**src/logic/bcal_pkg.sv**
```systemverilog
package bcal_pkg;

  localparam logic [7:0] BCAL_OPT_ADDR = 8'h58;
  localparam logic [7:0] BCAL_STAT_ADDR = 8'h5C;

  localparam logic [15:0] BCAL_OPT_RESET = 16'h006A;
  localparam logic [15:0] BCAL_OPT_WMASK = 16'h01EA;
  localparam logic [7:0] BCAL_MISC_RESET = 8'h00;
  localparam logic [7:0] BCAL_MISC_WMASK = 8'h01;

  localparam int BCAL_PRI_READ_ALIAS_BIT = 1;
  localparam int BCAL_SEC_READ_ALIAS_BIT = 3;
  localparam int BCAL_PRI_LINE_ALIAS_BIT = 5;
  localparam int BCAL_SEC_LINE_ALIAS_BIT = 6;
  localparam int BCAL_PRI_WI_OFF_BIT = 7;
  localparam int BCAL_SEC_WI_OFF_BIT = 8;
  localparam int BCAL_LEGACY_EN_BIT = 0;

  localparam int BCAL_SIDE_PRI = 0;
  localparam int BCAL_SIDE_SEC = 1;

  localparam logic [3:0] BCAL_PLAIN_MEMORY_READ_CMD = 4'h6;
  localparam logic [3:0] BCAL_PLAIN_MEMORY_WRITE_CMD = 4'h7;
  localparam logic [3:0] BCAL_READ_MULTIPLE_CMD = 4'hC;
  localparam logic [3:0] BCAL_READ_LINE_CMD = 4'hE;
  localparam logic [3:0] BCAL_WRITE_AND_INVALIDATE_CMD = 4'hF;

  localparam logic [31:0] BCAL_GAME_LO = 32'h0000_0200;
  localparam logic [31:0] BCAL_GAME_HI = 32'h0000_0207;
  localparam logic [31:0] BCAL_SYNTH_LO = 32'h0000_0388;
  localparam logic [31:0] BCAL_SYNTH_HI = 32'h0000_038B;
  localparam logic [31:0] BCAL_AUDIO_LO = 32'h0000_0220;
  localparam logic [31:0] BCAL_AUDIO_HI = 32'h0000_0233;
  localparam logic [31:0] BCAL_MIDI_LO = 32'h0000_0330;
  localparam logic [31:0] BCAL_MIDI_HI = 32'h0000_0331;

  typedef struct packed {
    logic valid;
    logic [3:0] cmd;
    logic [31:0] addr;
  } bcal_req_s;

  typedef enum logic [1:0] {
    BCAL_IDLE = 2'b01,
    BCAL_ACK = 2'b10
  } bcal_bus_e;

endpackage

```
**src/logic/bcal_bridge_alias.sv**
```systemverilog
// Operation
// - Secondary write-invalidate alias off at 0 sends it as plain write.
// - Primary write-invalidate alias off at 0 sends it as plain write.
// - Secondary line alias on makes read-line and read-multiple interchange.
// - Primary line alias on makes read-line and read-multiple interchange.
// - Secondary plain-read alias lets line/multiple retry match pending read.
// - Primary plain-read alias lets line/multiple retry match pending read.
// - Reserved option and control bits read zero and ignore writes.
// - Legacy enable low: legacy I/O ranges neither claimed nor forwarded.
// - Legacy enable high forwards game-port and synthesizer ranges.
// - Legacy enable high forwards audio and MIDI I/O ranges downstream.
`timescale 1ns/1ps
module bcal_bridge_alias
  import bcal_pkg::*;
#(
  parameter int DEPTH = 4
) (
  input wire logic clk_i,
  input wire logic rst_i,
  input wire logic wb_cyc_i,
  input wire logic wb_stb_i,
  input wire logic wb_we_i,
  input wire logic [7:0] wb_adr_i,
  input wire logic [3:0] wb_sel_i,
  input wire logic [31:0] wb_dat_i,
  output logic [31:0] wb_dat_o,
  output logic wb_ack_o,
  input wire bcal_req_s [1:0] wr_i,
  output bcal_req_s [1:0] wr_fwd_o,
  input wire bcal_req_s [1:0] rd_retry_i,
  input wire logic [1:0] rd_done_i,
  input wire logic [1:0][$clog2(DEPTH)-1:0] rd_done_idx_i,
  output logic [1:0] rd_hit_o,
  output logic [1:0] rd_new_o,
  output logic [1:0] rd_full_o,
  output logic [1:0][$clog2(DEPTH)-1:0] rd_idx_o,
  input wire bcal_req_s io_i,
  output logic io_claim_o
);

  localparam int IW = $clog2(DEPTH);

  function automatic logic is_line_or_multiple(input logic [3:0] c);
    is_line_or_multiple = (c == BCAL_READ_LINE_CMD) ||
                          (c == BCAL_READ_MULTIPLE_CMD);
  endfunction

  function automatic logic cmd_match(input logic [3:0] pend,
                                     input logic [3:0] retry,
                                     input logic line_on,
                                     input logic plain_on);
    cmd_match = (pend == retry) ||
                (line_on && is_line_or_multiple(pend) &&
                 is_line_or_multiple(retry)) ||
                (plain_on && (pend == BCAL_PLAIN_MEMORY_READ_CMD) &&
                 is_line_or_multiple(retry));
  endfunction

  function automatic logic in_range(input logic [31:0] a,
                                    input logic [31:0] lo,
                                    input logic [31:0] hi);
    in_range = (a >= lo) && (a <= hi);
  endfunction

  logic [15:0] opt_q;
  logic [7:0] misc_q;
  bcal_bus_e bus_q;
  logic [31:0] rdata_q;
  logic [1:0][DEPTH-1:0] ent_v_q;
  logic [31:0] ent_addr_q [2][DEPTH];
  logic [3:0] ent_cmd_q [2][DEPTH];
  logic [1:0] wi_off;
  logic [1:0] line_on;
  logic [1:0] plain_on;
  logic [1:0] hit_d;
  logic [1:0] free_d;
  logic [1:0][IW-1:0] hit_idx_d;
  logic [1:0][IW-1:0] free_idx_d;
  logic bus_req;
  logic legacy_hit;

  assign bus_req = wb_cyc_i && wb_stb_i && (bus_q == BCAL_IDLE);
  assign wb_ack_o = (bus_q == BCAL_ACK);
  assign wb_dat_o = rdata_q;

  assign wi_off[BCAL_SIDE_PRI] = opt_q[BCAL_PRI_WI_OFF_BIT];
  assign wi_off[BCAL_SIDE_SEC] = opt_q[BCAL_SEC_WI_OFF_BIT];
  assign line_on[BCAL_SIDE_PRI] = opt_q[BCAL_PRI_LINE_ALIAS_BIT];
  assign line_on[BCAL_SIDE_SEC] = opt_q[BCAL_SEC_LINE_ALIAS_BIT];
  assign plain_on[BCAL_SIDE_PRI] = opt_q[BCAL_PRI_READ_ALIAS_BIT];
  assign plain_on[BCAL_SIDE_SEC] = opt_q[BCAL_SEC_READ_ALIAS_BIT];

  // The answer comes one cycle after the request and lasts one cycle.
  always_ff @(posedge clk_i) begin
    if (rst_i) begin
      bus_q <= BCAL_IDLE;
    end else begin
      case (bus_q)
        BCAL_IDLE: begin
          if (bus_req) begin
            bus_q <= BCAL_ACK;
          end
        end
        BCAL_ACK: bus_q <= BCAL_IDLE;
        default: bus_q <= BCAL_IDLE;
      endcase
    end
  end

  // Only writable bits are touched, so reserved positions stay at zero.
  always_ff @(posedge clk_i) begin
    if (rst_i) begin
      opt_q <= BCAL_OPT_RESET;
      misc_q <= BCAL_MISC_RESET;
    end else if (bus_req && wb_we_i && (wb_adr_i == BCAL_OPT_ADDR)) begin
      if (wb_sel_i[0]) begin
        opt_q[7:0] <= wb_dat_i[7:0] & BCAL_OPT_WMASK[7:0];
      end
      if (wb_sel_i[1]) begin
        opt_q[15:8] <= wb_dat_i[15:8] & BCAL_OPT_WMASK[15:8];
      end
      if (wb_sel_i[2]) begin
        misc_q <= wb_dat_i[23:16] & BCAL_MISC_WMASK;
      end
    end
  end

  // Unmapped offsets are acknowledged and read as zero.
  always_ff @(posedge clk_i) begin
    if (rst_i) begin
      rdata_q <= 32'h0000_0000;
    end else if (bus_req) begin
      if (wb_adr_i == BCAL_OPT_ADDR) begin
        rdata_q <= {8'h00, misc_q, opt_q};
      end else if (wb_adr_i == BCAL_STAT_ADDR) begin
        rdata_q <= {16'h0000, 8'(ent_v_q[BCAL_SIDE_SEC]),
                    8'(ent_v_q[BCAL_SIDE_PRI])};
      end else begin
        rdata_q <= 32'h0000_0000;
      end
    end
  end

  always_ff @(posedge clk_i) begin
    if (rst_i) begin
      wr_fwd_o <= '0;
    end else begin
      for (int s = 0; s < 2; s++) begin
        wr_fwd_o[s] <= wr_i[s];
        if (wr_i[s].cmd == BCAL_WRITE_AND_INVALIDATE_CMD && !wi_off[s]) begin
          wr_fwd_o[s].cmd <= BCAL_PLAIN_MEMORY_WRITE_CMD;
        end
      end
    end
  end

  // The lowest matching entry wins when several could answer one retry.
  always_comb begin
    hit_d = '0;
    free_d = '0;
    hit_idx_d = '0;
    free_idx_d = '0;
    for (int s = 0; s < 2; s++) begin
      for (int e = DEPTH - 1; e >= 0; e--) begin
        if (ent_v_q[s][e] && ent_addr_q[s][e] == rd_retry_i[s].addr &&
            cmd_match(ent_cmd_q[s][e], rd_retry_i[s].cmd, line_on[s],
                      plain_on[s])) begin
          hit_d[s] = 1'b1;
          hit_idx_d[s] = IW'(e);
        end
        if (!ent_v_q[s][e]) begin
          free_d[s] = 1'b1;
          free_idx_d[s] = IW'(e);
        end
      end
    end
  end

  // A full queue refuses a new request; the initiator simply retries later.
  always_ff @(posedge clk_i) begin
    if (rst_i) begin
      ent_v_q <= '0;
      for (int s = 0; s < 2; s++) begin
        for (int e = 0; e < DEPTH; e++) begin
          ent_addr_q[s][e] <= 32'h0000_0000;
          ent_cmd_q[s][e] <= 4'h0;
        end
      end
    end else begin
      for (int s = 0; s < 2; s++) begin
        if (rd_done_i[s]) begin
          ent_v_q[s][rd_done_idx_i[s]] <= 1'b0;
        end
        if (rd_retry_i[s].valid && !hit_d[s] && free_d[s]) begin
          ent_v_q[s][free_idx_d[s]] <= 1'b1;
          ent_addr_q[s][free_idx_d[s]] <= rd_retry_i[s].addr;
          ent_cmd_q[s][free_idx_d[s]] <= rd_retry_i[s].cmd;
        end
      end
    end
  end

  always_ff @(posedge clk_i) begin
    if (rst_i) begin
      rd_hit_o <= '0;
      rd_new_o <= '0;
      rd_full_o <= '0;
      rd_idx_o <= '0;
    end else begin
      for (int s = 0; s < 2; s++) begin
        rd_hit_o[s] <= rd_retry_i[s].valid && hit_d[s];
        rd_new_o[s] <= rd_retry_i[s].valid && !hit_d[s] && free_d[s];
        rd_full_o[s] <= rd_retry_i[s].valid && !hit_d[s] && !free_d[s];
        rd_idx_o[s] <= hit_d[s] ? hit_idx_d[s] : free_idx_d[s];
      end
    end
  end

  assign legacy_hit =
    in_range(io_i.addr, BCAL_GAME_LO, BCAL_GAME_HI) ||
    in_range(io_i.addr, BCAL_SYNTH_LO, BCAL_SYNTH_HI) ||
    in_range(io_i.addr, BCAL_AUDIO_LO, BCAL_AUDIO_HI) ||
    in_range(io_i.addr, BCAL_MIDI_LO, BCAL_MIDI_HI);

  always_ff @(posedge clk_i) begin
    if (rst_i) begin
      io_claim_o <= 1'b0;
    end else begin
      io_claim_o <= io_i.valid && legacy_hit &&
                    misc_q[BCAL_LEGACY_EN_BIT];
    end
  end
endmodule // bcal_bridge_alias

```
**config.mk**
```make
export PLATFORM = sky130hd
export DESIGN_NAME = bcal_bridge_alias
export DESIGN_NICKNAME = d
export VERILOG_FILES = /design/src/logic/bcal_pkg.sv /design/src/logic/bcal_bridge_alias.sv
export SDC_FILE = /design/constraint.sdc
export NUM_CORES = 1
export LEC_CHECK = 0
export ABC_AREA = 1
export BUFFER_PORTS_ARGS = -buffer_cell sky130_fd_sc_hd__buf_2
export CORE_MARGIN = 2
export CORE_UTILIZATION = 41
export CTS_BUF_LIST = sky130_fd_sc_hd__clkbuf_4
export CTS_CLUSTER_SIZE = 16
export DETAILED_ROUTE_END_ITERATION = 6
export PLACE_DENSITY = 0.65
export SLEW_MARGIN = 25
export SYNTH_ARGS = -nofsm -noshare
export SYNTH_HDL_FRONTEND = slang
export SYNTH_SLANG_ARGS = --single-unit
```
**constraint.sdc**
```tcl
create_clock -name clk_i -period 4.97 [get_ports clk_i]
set_clock_uncertainty 0.15 [all_clocks]
set_input_delay 0.2485 -clock clk_i [delete_from_list [all_inputs] [get_ports clk_i]]
set_output_delay 0.2485 -clock clk_i [all_outputs]
set_load 0.01 [all_outputs]
```
==> flow_metrics.env, run 1 <==
export IMPL_ff2ff_setup_slack_ns=0.89
export IMPL_ys_warn_count=0
export IMPL_power_frac_seq=0.478
export IMPL_top_usage_layer="met2"
export IMPL_async_flop_share=0
export IMPL_worstHoldPathCells=5
export IMPL_core_mm2=0.0515
export IMPL_layout_setup_ws_ns=0.889
export IMPL_whs_ns=0.0920
export IMPL_final_fill_count=4785
export IMPL_critPathKind="reg2reg"
export IMPL_cp_data_arrival_time_ns=4.74
export IMPL_synthFlopType="edfxtp_1"
export IMPL_grt_pass1_vias=20100
export IMPL_die_h_um=233
export IMPL_die_x_um=233
export IMPL_dieArea_mm2=0.0542
export IMPL_finalHoldViolations=0
export IMPL_antenna_found_initial=6
export IMPL_reg2regPathDepth=13
export IMPL_clkLatencyLatePin_ns=0.90
export IMPL_avgSynthCellArea_um2=7.67
export IMPL_first_iter_violations=2138
export IMPL_gp_congestion=1.04
export IMPL_dp_slack_ns=1.65
export IMPL_rsz0062_at_grt="no"
export IMPL_yosysTopAreaCell="edfxtp_1"
export IMPL_pwr_density_cell_mw_per_mm2=294
export IMPL_overflow=0
export IMPL_min_delay_start="wb_sel_i[2]"
export IMPL_maxCapViolCount=0
export IMPL_final_area_mm2=0.0277
export IMPL_drtPass1Iterations=6
export IMPL_internal_power_mw=5.72
export IMPL_tns_ns=0
export IMPL_start_kind="flop"
export IMPL_ys_seq_area_frac=0.509
export IMPL_max_slew_margin=0.380
export IMPL_synth_area_mm2=0.0215
export IMPL_start_util=0.417
export IMPL_grt_total_usage=0.287
export IMPL_hold_end="misc_q[0]$_SDFFE_PP0P_"
export IMPL_cts_buffers=108
export IMPL_numPortBuffers=306
export IMPL_setup_violations=0
export IMPL_comb_power_share=0.160
export IMPL_timing_fmax_ghz=0.245
export IMPL_p_switching_mw=2.43
export IMPL_vias=20900
export IMPL_wirelength_um=79000
export IMPL_place_area_mm2=0.0234
export IMPL_p_clk_frac=0.362
export IMPL_drive_gt1_frac=0.156
export IMPL_drc=0
export IMPL_period_minus_slack_ns=4.08
export IMPL_power_share_switching=0.298
export IMPL_clk_pin_slew_ns=0.07
export IMPL_detail_route_antenna_nets=0
export IMPL_cp_max_fo=16
export IMPL_ys_seq_elements=402
export IMPL_grt_pass1_wl_um=117000
export IMPL_cp_required_ns=5.63
export IMPL_r2r_start="bus_q[1]$_SDFFE_PP0P_"
export IMPL_synth_area_leaders="edfxtp_1 40%, nand2_1 14%, nor2_1 11%"
export IMPL_cts_htree_levels=3
export IMPL_hold_class="in2reg"
export IMPL_synth_cell_types=49
export IMPL_post_cts_setup_buffers=0
export IMPL_critPathCaptureType="flop"
export IMPL_drv_slew=0
export IMPL_yosys_area_top_type_share=0.403
export IMPL_power_leakage_nw=13.3
export IMPL_wl_per_cell_um=18.7
export IMPL_post_route_period_util=0.821
export IMPL_ir_drop_uv=176
export IMPL_tightest_slew_ns=0.926
export IMPL_fin_nets=3688
export IMPL_design_portCount=358
export IMPL_area_growth_pct=29.3
export IMPL_use_met1=0.368
export IMPL_cts_tree="built"
export IMPL_root_buffer="clkbuf_4"
export IMPL_grt_max_degree=62
export IMPL_cts_sinks=402
export IMPL_gr_usage_met3=0.0512
export IMPL_postLayoutCoreUtil=0.539
export IMPL_status="finished clean"
export IMPL_viasPerCell=4.97
export IMPL_cts_buffer_depth=3
export IMPL_num_rows=83
export IMPL_dpl_hpwl_um=54600
export IMPL_synth_edf_count=288
export IMPL_grtUsageMet2=0.475
export IMPL_r2r_end="opt_q[6]$_SDFFE_PP1P_"
export IMPL_netlist_instances=2798
-- placed cells by master, fill, tap and decap left out, types with 3 or more instances in the layout --
cell,synthesis,routed
nand2_1,801,793
nor2_1,630,630
inv_1,413,413
buf_2,24,305
dlygate4sd3_1,0,296
edfxtp_1,288,288
clkbuf_4,0,158
dfxtp_1,114,114
nand3_1,77,75
nand4_1,72,72
xnor2_1,67,67
o21ai_0,38,38
a21oi_1,32,32
clkinv_1,3,30
xor2_1,24,24
inv_2,21,22
nor3_1,21,21
conb_1,1,20
nor2_2,19,19
buf_4,24,12
nand3b_1,8,8
o21ai_1,7,7
or2_1,7,7
nand3_2,5,7
nor3b_1,7,7
nand2_4,1,7
o211ai_1,6,6
o311ai_0,6,6
diode_2,0,5
and2_1,5,5
or2_2,4,4
o31ai_1,4,4
clkinv_2,0,4
nand2_2,1,3
a211oi_1,3,3
nor4_1,3,3
clkinvlp_4,0,3
-- worst max-delay path: stages, from the launching register on --
cell	delay, ns
dfxtp_1	0.30
inv_1	0.06
nand4_1	0.08
dlygate4sd3_1	0.58
buf_4	0.18
inv_1	0.39
nand2_1	0.13
nor2_1	0.34
nand2_1	0.18
inv_1	0.28
a21oi_1	0.10
dlygate4sd3_1	0.59
o21ai_0	0.08
dlygate4sd3_1	0.57
-- stage by stage --
step,power (mW),instances
3_5_place_dp,5.06,3722
4_1_cts,8.16,4212
6_report,8.15,4217
2_1_floorplan,4.61,2817
3_3_place_gp,5.05,3722
5_1_grt,8.49,4216
-- worst max path at each step --
stage,start,end,slack (ns),cells after the start
detailed placement,rd_retry_i[44],ent_addr_q[1][85]$_SDFFCE_PN0P_,1.65,15
global route,bus_q[1]$_SDFFE_PP0P_,opt_q[1]$_SDFFE_PP1P_,0.61,13
CTS,bus_q[1]$_SDFFE_PP0P_,opt_q[6]$_SDFFE_PP1P_,1.03,13
global placement,rd_retry_i[44],ent_addr_q[1][83]$_SDFFCE_PN0P_,1.65,15
floorplan,rd_retry_i[32],ent_addr_q[0][0]$_SDFFCE_PN0P_,2.11,14
finish,bus_q[1]$_SDFFE_PP0P_,opt_q[6]$_SDFFE_PP1P_,0.89,13
-- power groups by stage --
| stage | clock [mW] | sequential (mW) | combinational [mW] |
|---|---|---|---|
| finish | 2.95 | 3.89 | 1.31 |
| global route | 3.17 | 3.91 | 1.41 |
| CTS | 3.00 | 3.89 | 1.27 |
| detailed placement | 0 | 3.96 | 1.09 |
| global placement | 0 | 3.96 | 1.09 |
| floorplan | 0 | 3.95 | 0.655 |
-- cell type report --
cell class	instances	area (um2)	area share
timing repair buffer	613	4580	0.165
tap	680	851	0.0307
sequential	402	10900	0.394
antenna	5	12.5	0.000451
multi-input combinational	1886	8390	0.302
inverter	437	1640	0.0591
clock inverter	36	156	0.00564
clock buffer	158	1190	0.0428
-- Yosys cell counts, types with 7 or more instances --
library cell / count
a21oi_1: 32
buf_2: 24
buf_4: 24
buf_6: 20
clkbuf_1: 12
clkbuf_2: 9
dfxtp_1: 114
edfxtp_1: 288
inv_1: 413
inv_2: 21
nand2_1: 801
nand3_1: 77
nand3b_1: 8
nand4_1: 72
nor2_1: 630
nor2_2: 19
nor3_1: 21
nor3b_1: 7
o21ai_0: 38
o21ai_1: 7
or2_1: 7
xnor2_1: 67
xor2_1: 24
-- cell families (layout without fill, tap and decap cells) --
family | count (synthesis) | count (layout) | synth area share
other cells | 1 | 25 | 0.000175
xor+xnor | 91 | 91 | 0.0371
compound gates | 105 | 105 | 0.0284
buf+inv | 529 | 1244 | 0.106
flops | 402 | 402 | 0.509
simple gates | 1670 | 1670 | 0.319
-- layer usage --
metal	up-vias	routed length, um
met3	203	6810
met4	4	3400
met2	1064	36900
met5	-	23
met1	9663	31800
li1	10000	-
-- flip-flops by register name, indices dropped and copies added (netlist names) --
signal / cells
ent_addr_q: 256
wr_fwd_o: 74
ent_cmd_q: 32
wb_dat_o: 12
ent_v_q: 8
opt_q: 6
rd_idx_o: 4
bus_q: 2
rd_full_o: 2
rd_hit_o: 2
rd_new_o: 2
io_claim_o: 1
misc_q: 1
-- repair_timing --
item / CTS / global route
resized for setup: 0 / 0
endpoints found under the hold margin: 398 / 0
setup endpoints to repair: 0 / 0
hold buffers: 296 / 0
Note: power is estimated with default switching activity, not from simulation.
==> run 2: changes to the inputs <==
--- a/config.mk
+++ b/config.mk
@@ -5,14 +5,14 @@
 export SDC_FILE = /design/constraint.sdc
 export NUM_CORES = 1
 export LEC_CHECK = 0
-export ABC_AREA = 1
+export ABC_AREA = 0
 export BUFFER_PORTS_ARGS = -buffer_cell sky130_fd_sc_hd__buf_2
 export CORE_MARGIN = 2
 export CORE_UTILIZATION = 41
 export CTS_BUF_LIST = sky130_fd_sc_hd__clkbuf_4
 export CTS_CLUSTER_SIZE = 16
 export DETAILED_ROUTE_END_ITERATION = 6
-export PLACE_DENSITY = 0.65
+export PLACE_DENSITY = 0.69
 export SLEW_MARGIN = 25
 export SYNTH_ARGS = -nofsm -noshare
 export SYNTH_HDL_FRONTEND = slang
==> constraint.sdc (replaced) <==
create_clock -name clk_i -period 3.4 [get_ports clk_i]
set_clock_uncertainty 0.15 [all_clocks]
set_input_delay 0.17 -clock clk_i [delete_from_list [all_inputs] [get_ports clk_i]]
set_output_delay 0.17 -clock clk_i [all_outputs]
set_load 0.01 [all_outputs]
==> run 2 against run 1 <==
  * Fmax rose by 25%
  * Via count shrank 28%
  * Power up 39%
  * Clock power is 42% higher
  * Cell count shrank 31%
  * Setup slack got worse by 0.75 ns
  * Critical endpoint is now ent_v_q[1]$_SDFF_PP0_
  * Largest cell class unchanged
  * Largest power group unchanged
==> flow_metrics.env, run 2 <==
export IMPL_synthSimpleGateAreaFrac=0.175
export IMPL_fin_nets=2453
export IMPL_core_mm2=0.0444
export IMPL_gp_congestion=0.882
export IMPL_synth_cell_types=56
export IMPL_pwr_density_cell_mw_per_mm2=454
export IMPL_antenna_found_initial=6
export IMPL_muxShareOfSynthArea=0.00562
export IMPL_clkLatencyLatePin_ns=0.94
export IMPL_async_flop_share=0
export IMPL_synth_area_leaders="edfxtp_1 47%, dfxtp_1 12%, xnor2_1 8.3%"
export IMPL_grt_pass1_wl_um=89400
export IMPL_p_clk_frac=0.369
export IMPL_dieArea_mm2=0.0468
export IMPL_post_cts_setup_buffers=0
export IMPL_drive_gt1_frac=0.236
export IMPL_ff2ff_setup_slack_ns=0.14
export IMPL_place_area_mm2=0.0206
export IMPL_top_regs="ent_addr_q: 256 flops, wr_fwd_o: 74 flops, ent_cmd_q: 32 flops"
export IMPL_cts_buffers=104
export IMPL_min_delay_start="rd_retry_i[26]"
export IMPL_comb_power_share=0.134
export IMPL_ys_seq_elements=402
export IMPL_synth_fa_ha_area_frac=0
export IMPL_synth_compound_area_share=0.0267
export IMPL_numPortBuffers=306
export IMPL_viasPerCell=5.25
export IMPL_p_switching_mw=3.06
export IMPL_ys_seq_area_frac=0.591
export IMPL_num_rows=77
export IMPL_synth_xor_area_frac=0.135
export IMPL_drc=0
export IMPL_vias=15200
export IMPL_whs_ns=0.120
export IMPL_synth_top_cells_by_count="303 x nor3_1, 288 x edfxtp_1, 175 x xnor2_1, 114 x dfxtp_1, 111 x xor2_1"
export IMPL_dp_slack_ns=0.374
export IMPL_die_h_um=216
export IMPL_synth_area_mm2=0.0185
export IMPL_root_buffer="clkbuf_4"
export IMPL_grt_max_degree=73
export IMPL_synth_most_common_cell="nor3_1"
export IMPL_cts_sinks=402
export IMPL_yosysTopAreaCell="edfxtp_1"
export IMPL_first_iter_violations=1352
export IMPL_r2r_end="ent_v_q[1]$_SDFF_PP0_"
export IMPL_drtPass1Iterations=5
export IMPL_synthFlopType="edfxtp_1"
export IMPL_period_minus_slack_ns=3.26
export IMPL_hold_end="ent_addr_q[0][122]$_SDFFCE_PN0P_"
export IMPL_tightest_slew_ns=0.815
export IMPL_cts_htree_levels=3
export IMPL_wirelength_um=59200
export IMPL_final_cell_mix="305 x buf_2, 303 x nor3_1, 302 x dlygate4sd3_1"
export IMPL_largest_register_ffs=256
export IMPL_ys_warn_count=0
export IMPL_detail_route_antenna_nets=0
export IMPL_netlist_instances=1605
export IMPL_power_leakage_nw=9.87
export IMPL_power_frac_seq=0.497
export IMPL_final_area_mm2=0.0250
export IMPL_area_growth_pct=35.0
export IMPL_cp_required_ns=4.04
export IMPL_start_kind="flop"
export IMPL_synth_edf_count=288
export IMPL_internal_power_mw=8.27
export IMPL_grt_pass1_vias=15600
export IMPL_max_slew_margin=0.449
export IMPL_clk_pin_slew_ns=0.07
export IMPL_power_share_switching=0.270
export IMPL_dpl_hpwl_um=36200
export IMPL_status="finished clean"
export IMPL_final_common_cell="buf_2"
export IMPL_design_portCount=358
export IMPL_maxCapViolCount=0
export IMPL_drv_slew=0
export IMPL_avgSynthCellArea_um2=11.5
export IMPL_critPathCaptureType="flop"
export IMPL_worstHoldPathCells=4
export IMPL_cts_tree="built"
export IMPL_hold_class="in2reg"
export IMPL_overflow=0
export IMPL_cp_max_fo=21
export IMPL_grt_total_usage=0.250
export IMPL_timing_fmax_ghz=0.307
export IMPL_critPathKind="reg2reg"
export IMPL_setup_violations=0
export IMPL_die_x_um=216
export IMPL_top_register="ent_addr_q"
export IMPL_start_util=0.416
export IMPL_layout_setup_ws_ns=0.142
export IMPL_r2r_start="ent_cmd_q[0][15]$_SDFFCE_PN0P_"
export IMPL_synth_top_family_by_area="simple AND/OR/NAND/NOR gates"
export IMPL_yosys_area_top_type_share=0.468
export IMPL_ir_drop_uv=290
export IMPL_finalHoldViolations=0
export IMPL_wl_per_cell_um=20.5
export IMPL_post_route_period_util=0.958
export IMPL_reg2regPathDepth=8
export IMPL_cp_data_arrival_time_ns=3.90
export IMPL_cts_buffer_depth=3
==> run 2: cell count changes after synthesis, sizes merged, moves of 25 or more <==
cell,change
clkbuf,+56
inv,-349
nand2,-774
nand3,-58
nor2,-621
nor2b,+73
nor3,+282
nor4,+32
o21ai,-25
xnor2,+108
xor2,+87
==> run 2: logic make-up (layout without fill, tap and decap cells) <==
logic type / after synthesis / in the layout
AO/OA/AOI/OAI: 65 / 65
flip-flops: 402 / 402
multiplexers: 10 / 10
buffers and inverters: 253 / 918
XOR/XNOR: 286 / 286
other: 1 / 28
AND/OR/NAND/NOR: 588 / 588
==> run 2: through the flow <==
step	instances	TNS, ns	total power [mW]	utilization
2_1_floorplan	1624	-9.02	6.48	-
3_3_place_gp	2397	0	6.92	0.463
3_5_place_dp	2397	0	6.95	0.463
4_1_cts	2881	0	11.3	0.561
5_1_grt	2888	-0.0141	11.8	0.562
6_report	2889	0	11.3	0.562
==> run 2: final cells by class <==
cell class                 count  area (um2)
clock inverter                35         196
clock buffer                 147        1100
sequential                   402       10900
tap                          592         741
timing repair buffer         651        5090
multi-input combinational    969        6570
inverter                      85         319
fill                        3623       19400
antenna                        8        20.0
==> run 2: worst max-delay path by stage <==
stage	cells past startpoint	to	from
floorplan	8	ent_addr_q[1][64]$_SDFFCE_PN0P_	ent_cmd_q[1][0]$_SDFFCE_PN0P_
detailed placement	8	ent_addr_q[1][73]$_SDFFCE_PN0P_	ent_addr_q[1][50]$_SDFFCE_PN0P_
global route	8	ent_v_q[1]$_SDFF_PP0_	ent_cmd_q[0][15]$_SDFFCE_PN0P_
CTS	9	opt_q[5]$_SDFFE_PP1P_	bus_q[1]$_SDFFE_PP0P_
finish	8	ent_v_q[1]$_SDFF_PP0_	ent_cmd_q[0][15]$_SDFFCE_PN0P_
global placement	8	ent_addr_q[1][73]$_SDFFCE_PN0P_	ent_addr_q[1][50]$_SDFFCE_PN0P_
==> run 2: timing repair <==
action                                 4_1_cts  5_1_grt
resized for setup                            0        5
endpoints found under the hold margin      611        0
hold buffers                               302        0
setup endpoints to repair                    0        6
==> run 2: routing by layer <==
metal / routed length [um] / track usage
met4: 2200 / 0.117
met1: 22900 / 0.307
met5: 9 / 0
met2: 29500 / 0.419
met3: 4590 / 0.0564
==> run 2: worst max-delay path: stages, from the launching register on <==
cell and delay (ns):
edfxtp_1 0.44, nand3b_1 0.20, a2111o_1 0.46, a2111oi_4 0.42
a31oi_2 0.23, nand4_1 0.16, buf_4 0.31, o21ai_0 0.15
dlygate4sd3_1 0.58
==> run 2: power groups by stage <==
| stage | Combinational, mW | Clock [mW] | Sequential [mW] |
|---|---|---|---|
| floorplan | 0.746 | 0 | 5.74 |
| global placement | 1.21 | 0 | 5.72 |
| detailed placement | 1.22 | 0 | 5.73 |
| CTS | 1.48 | 4.22 | 5.62 |
| global route | 1.61 | 4.54 | 5.65 |
| finish | 1.52 | 4.19 | 5.63 |
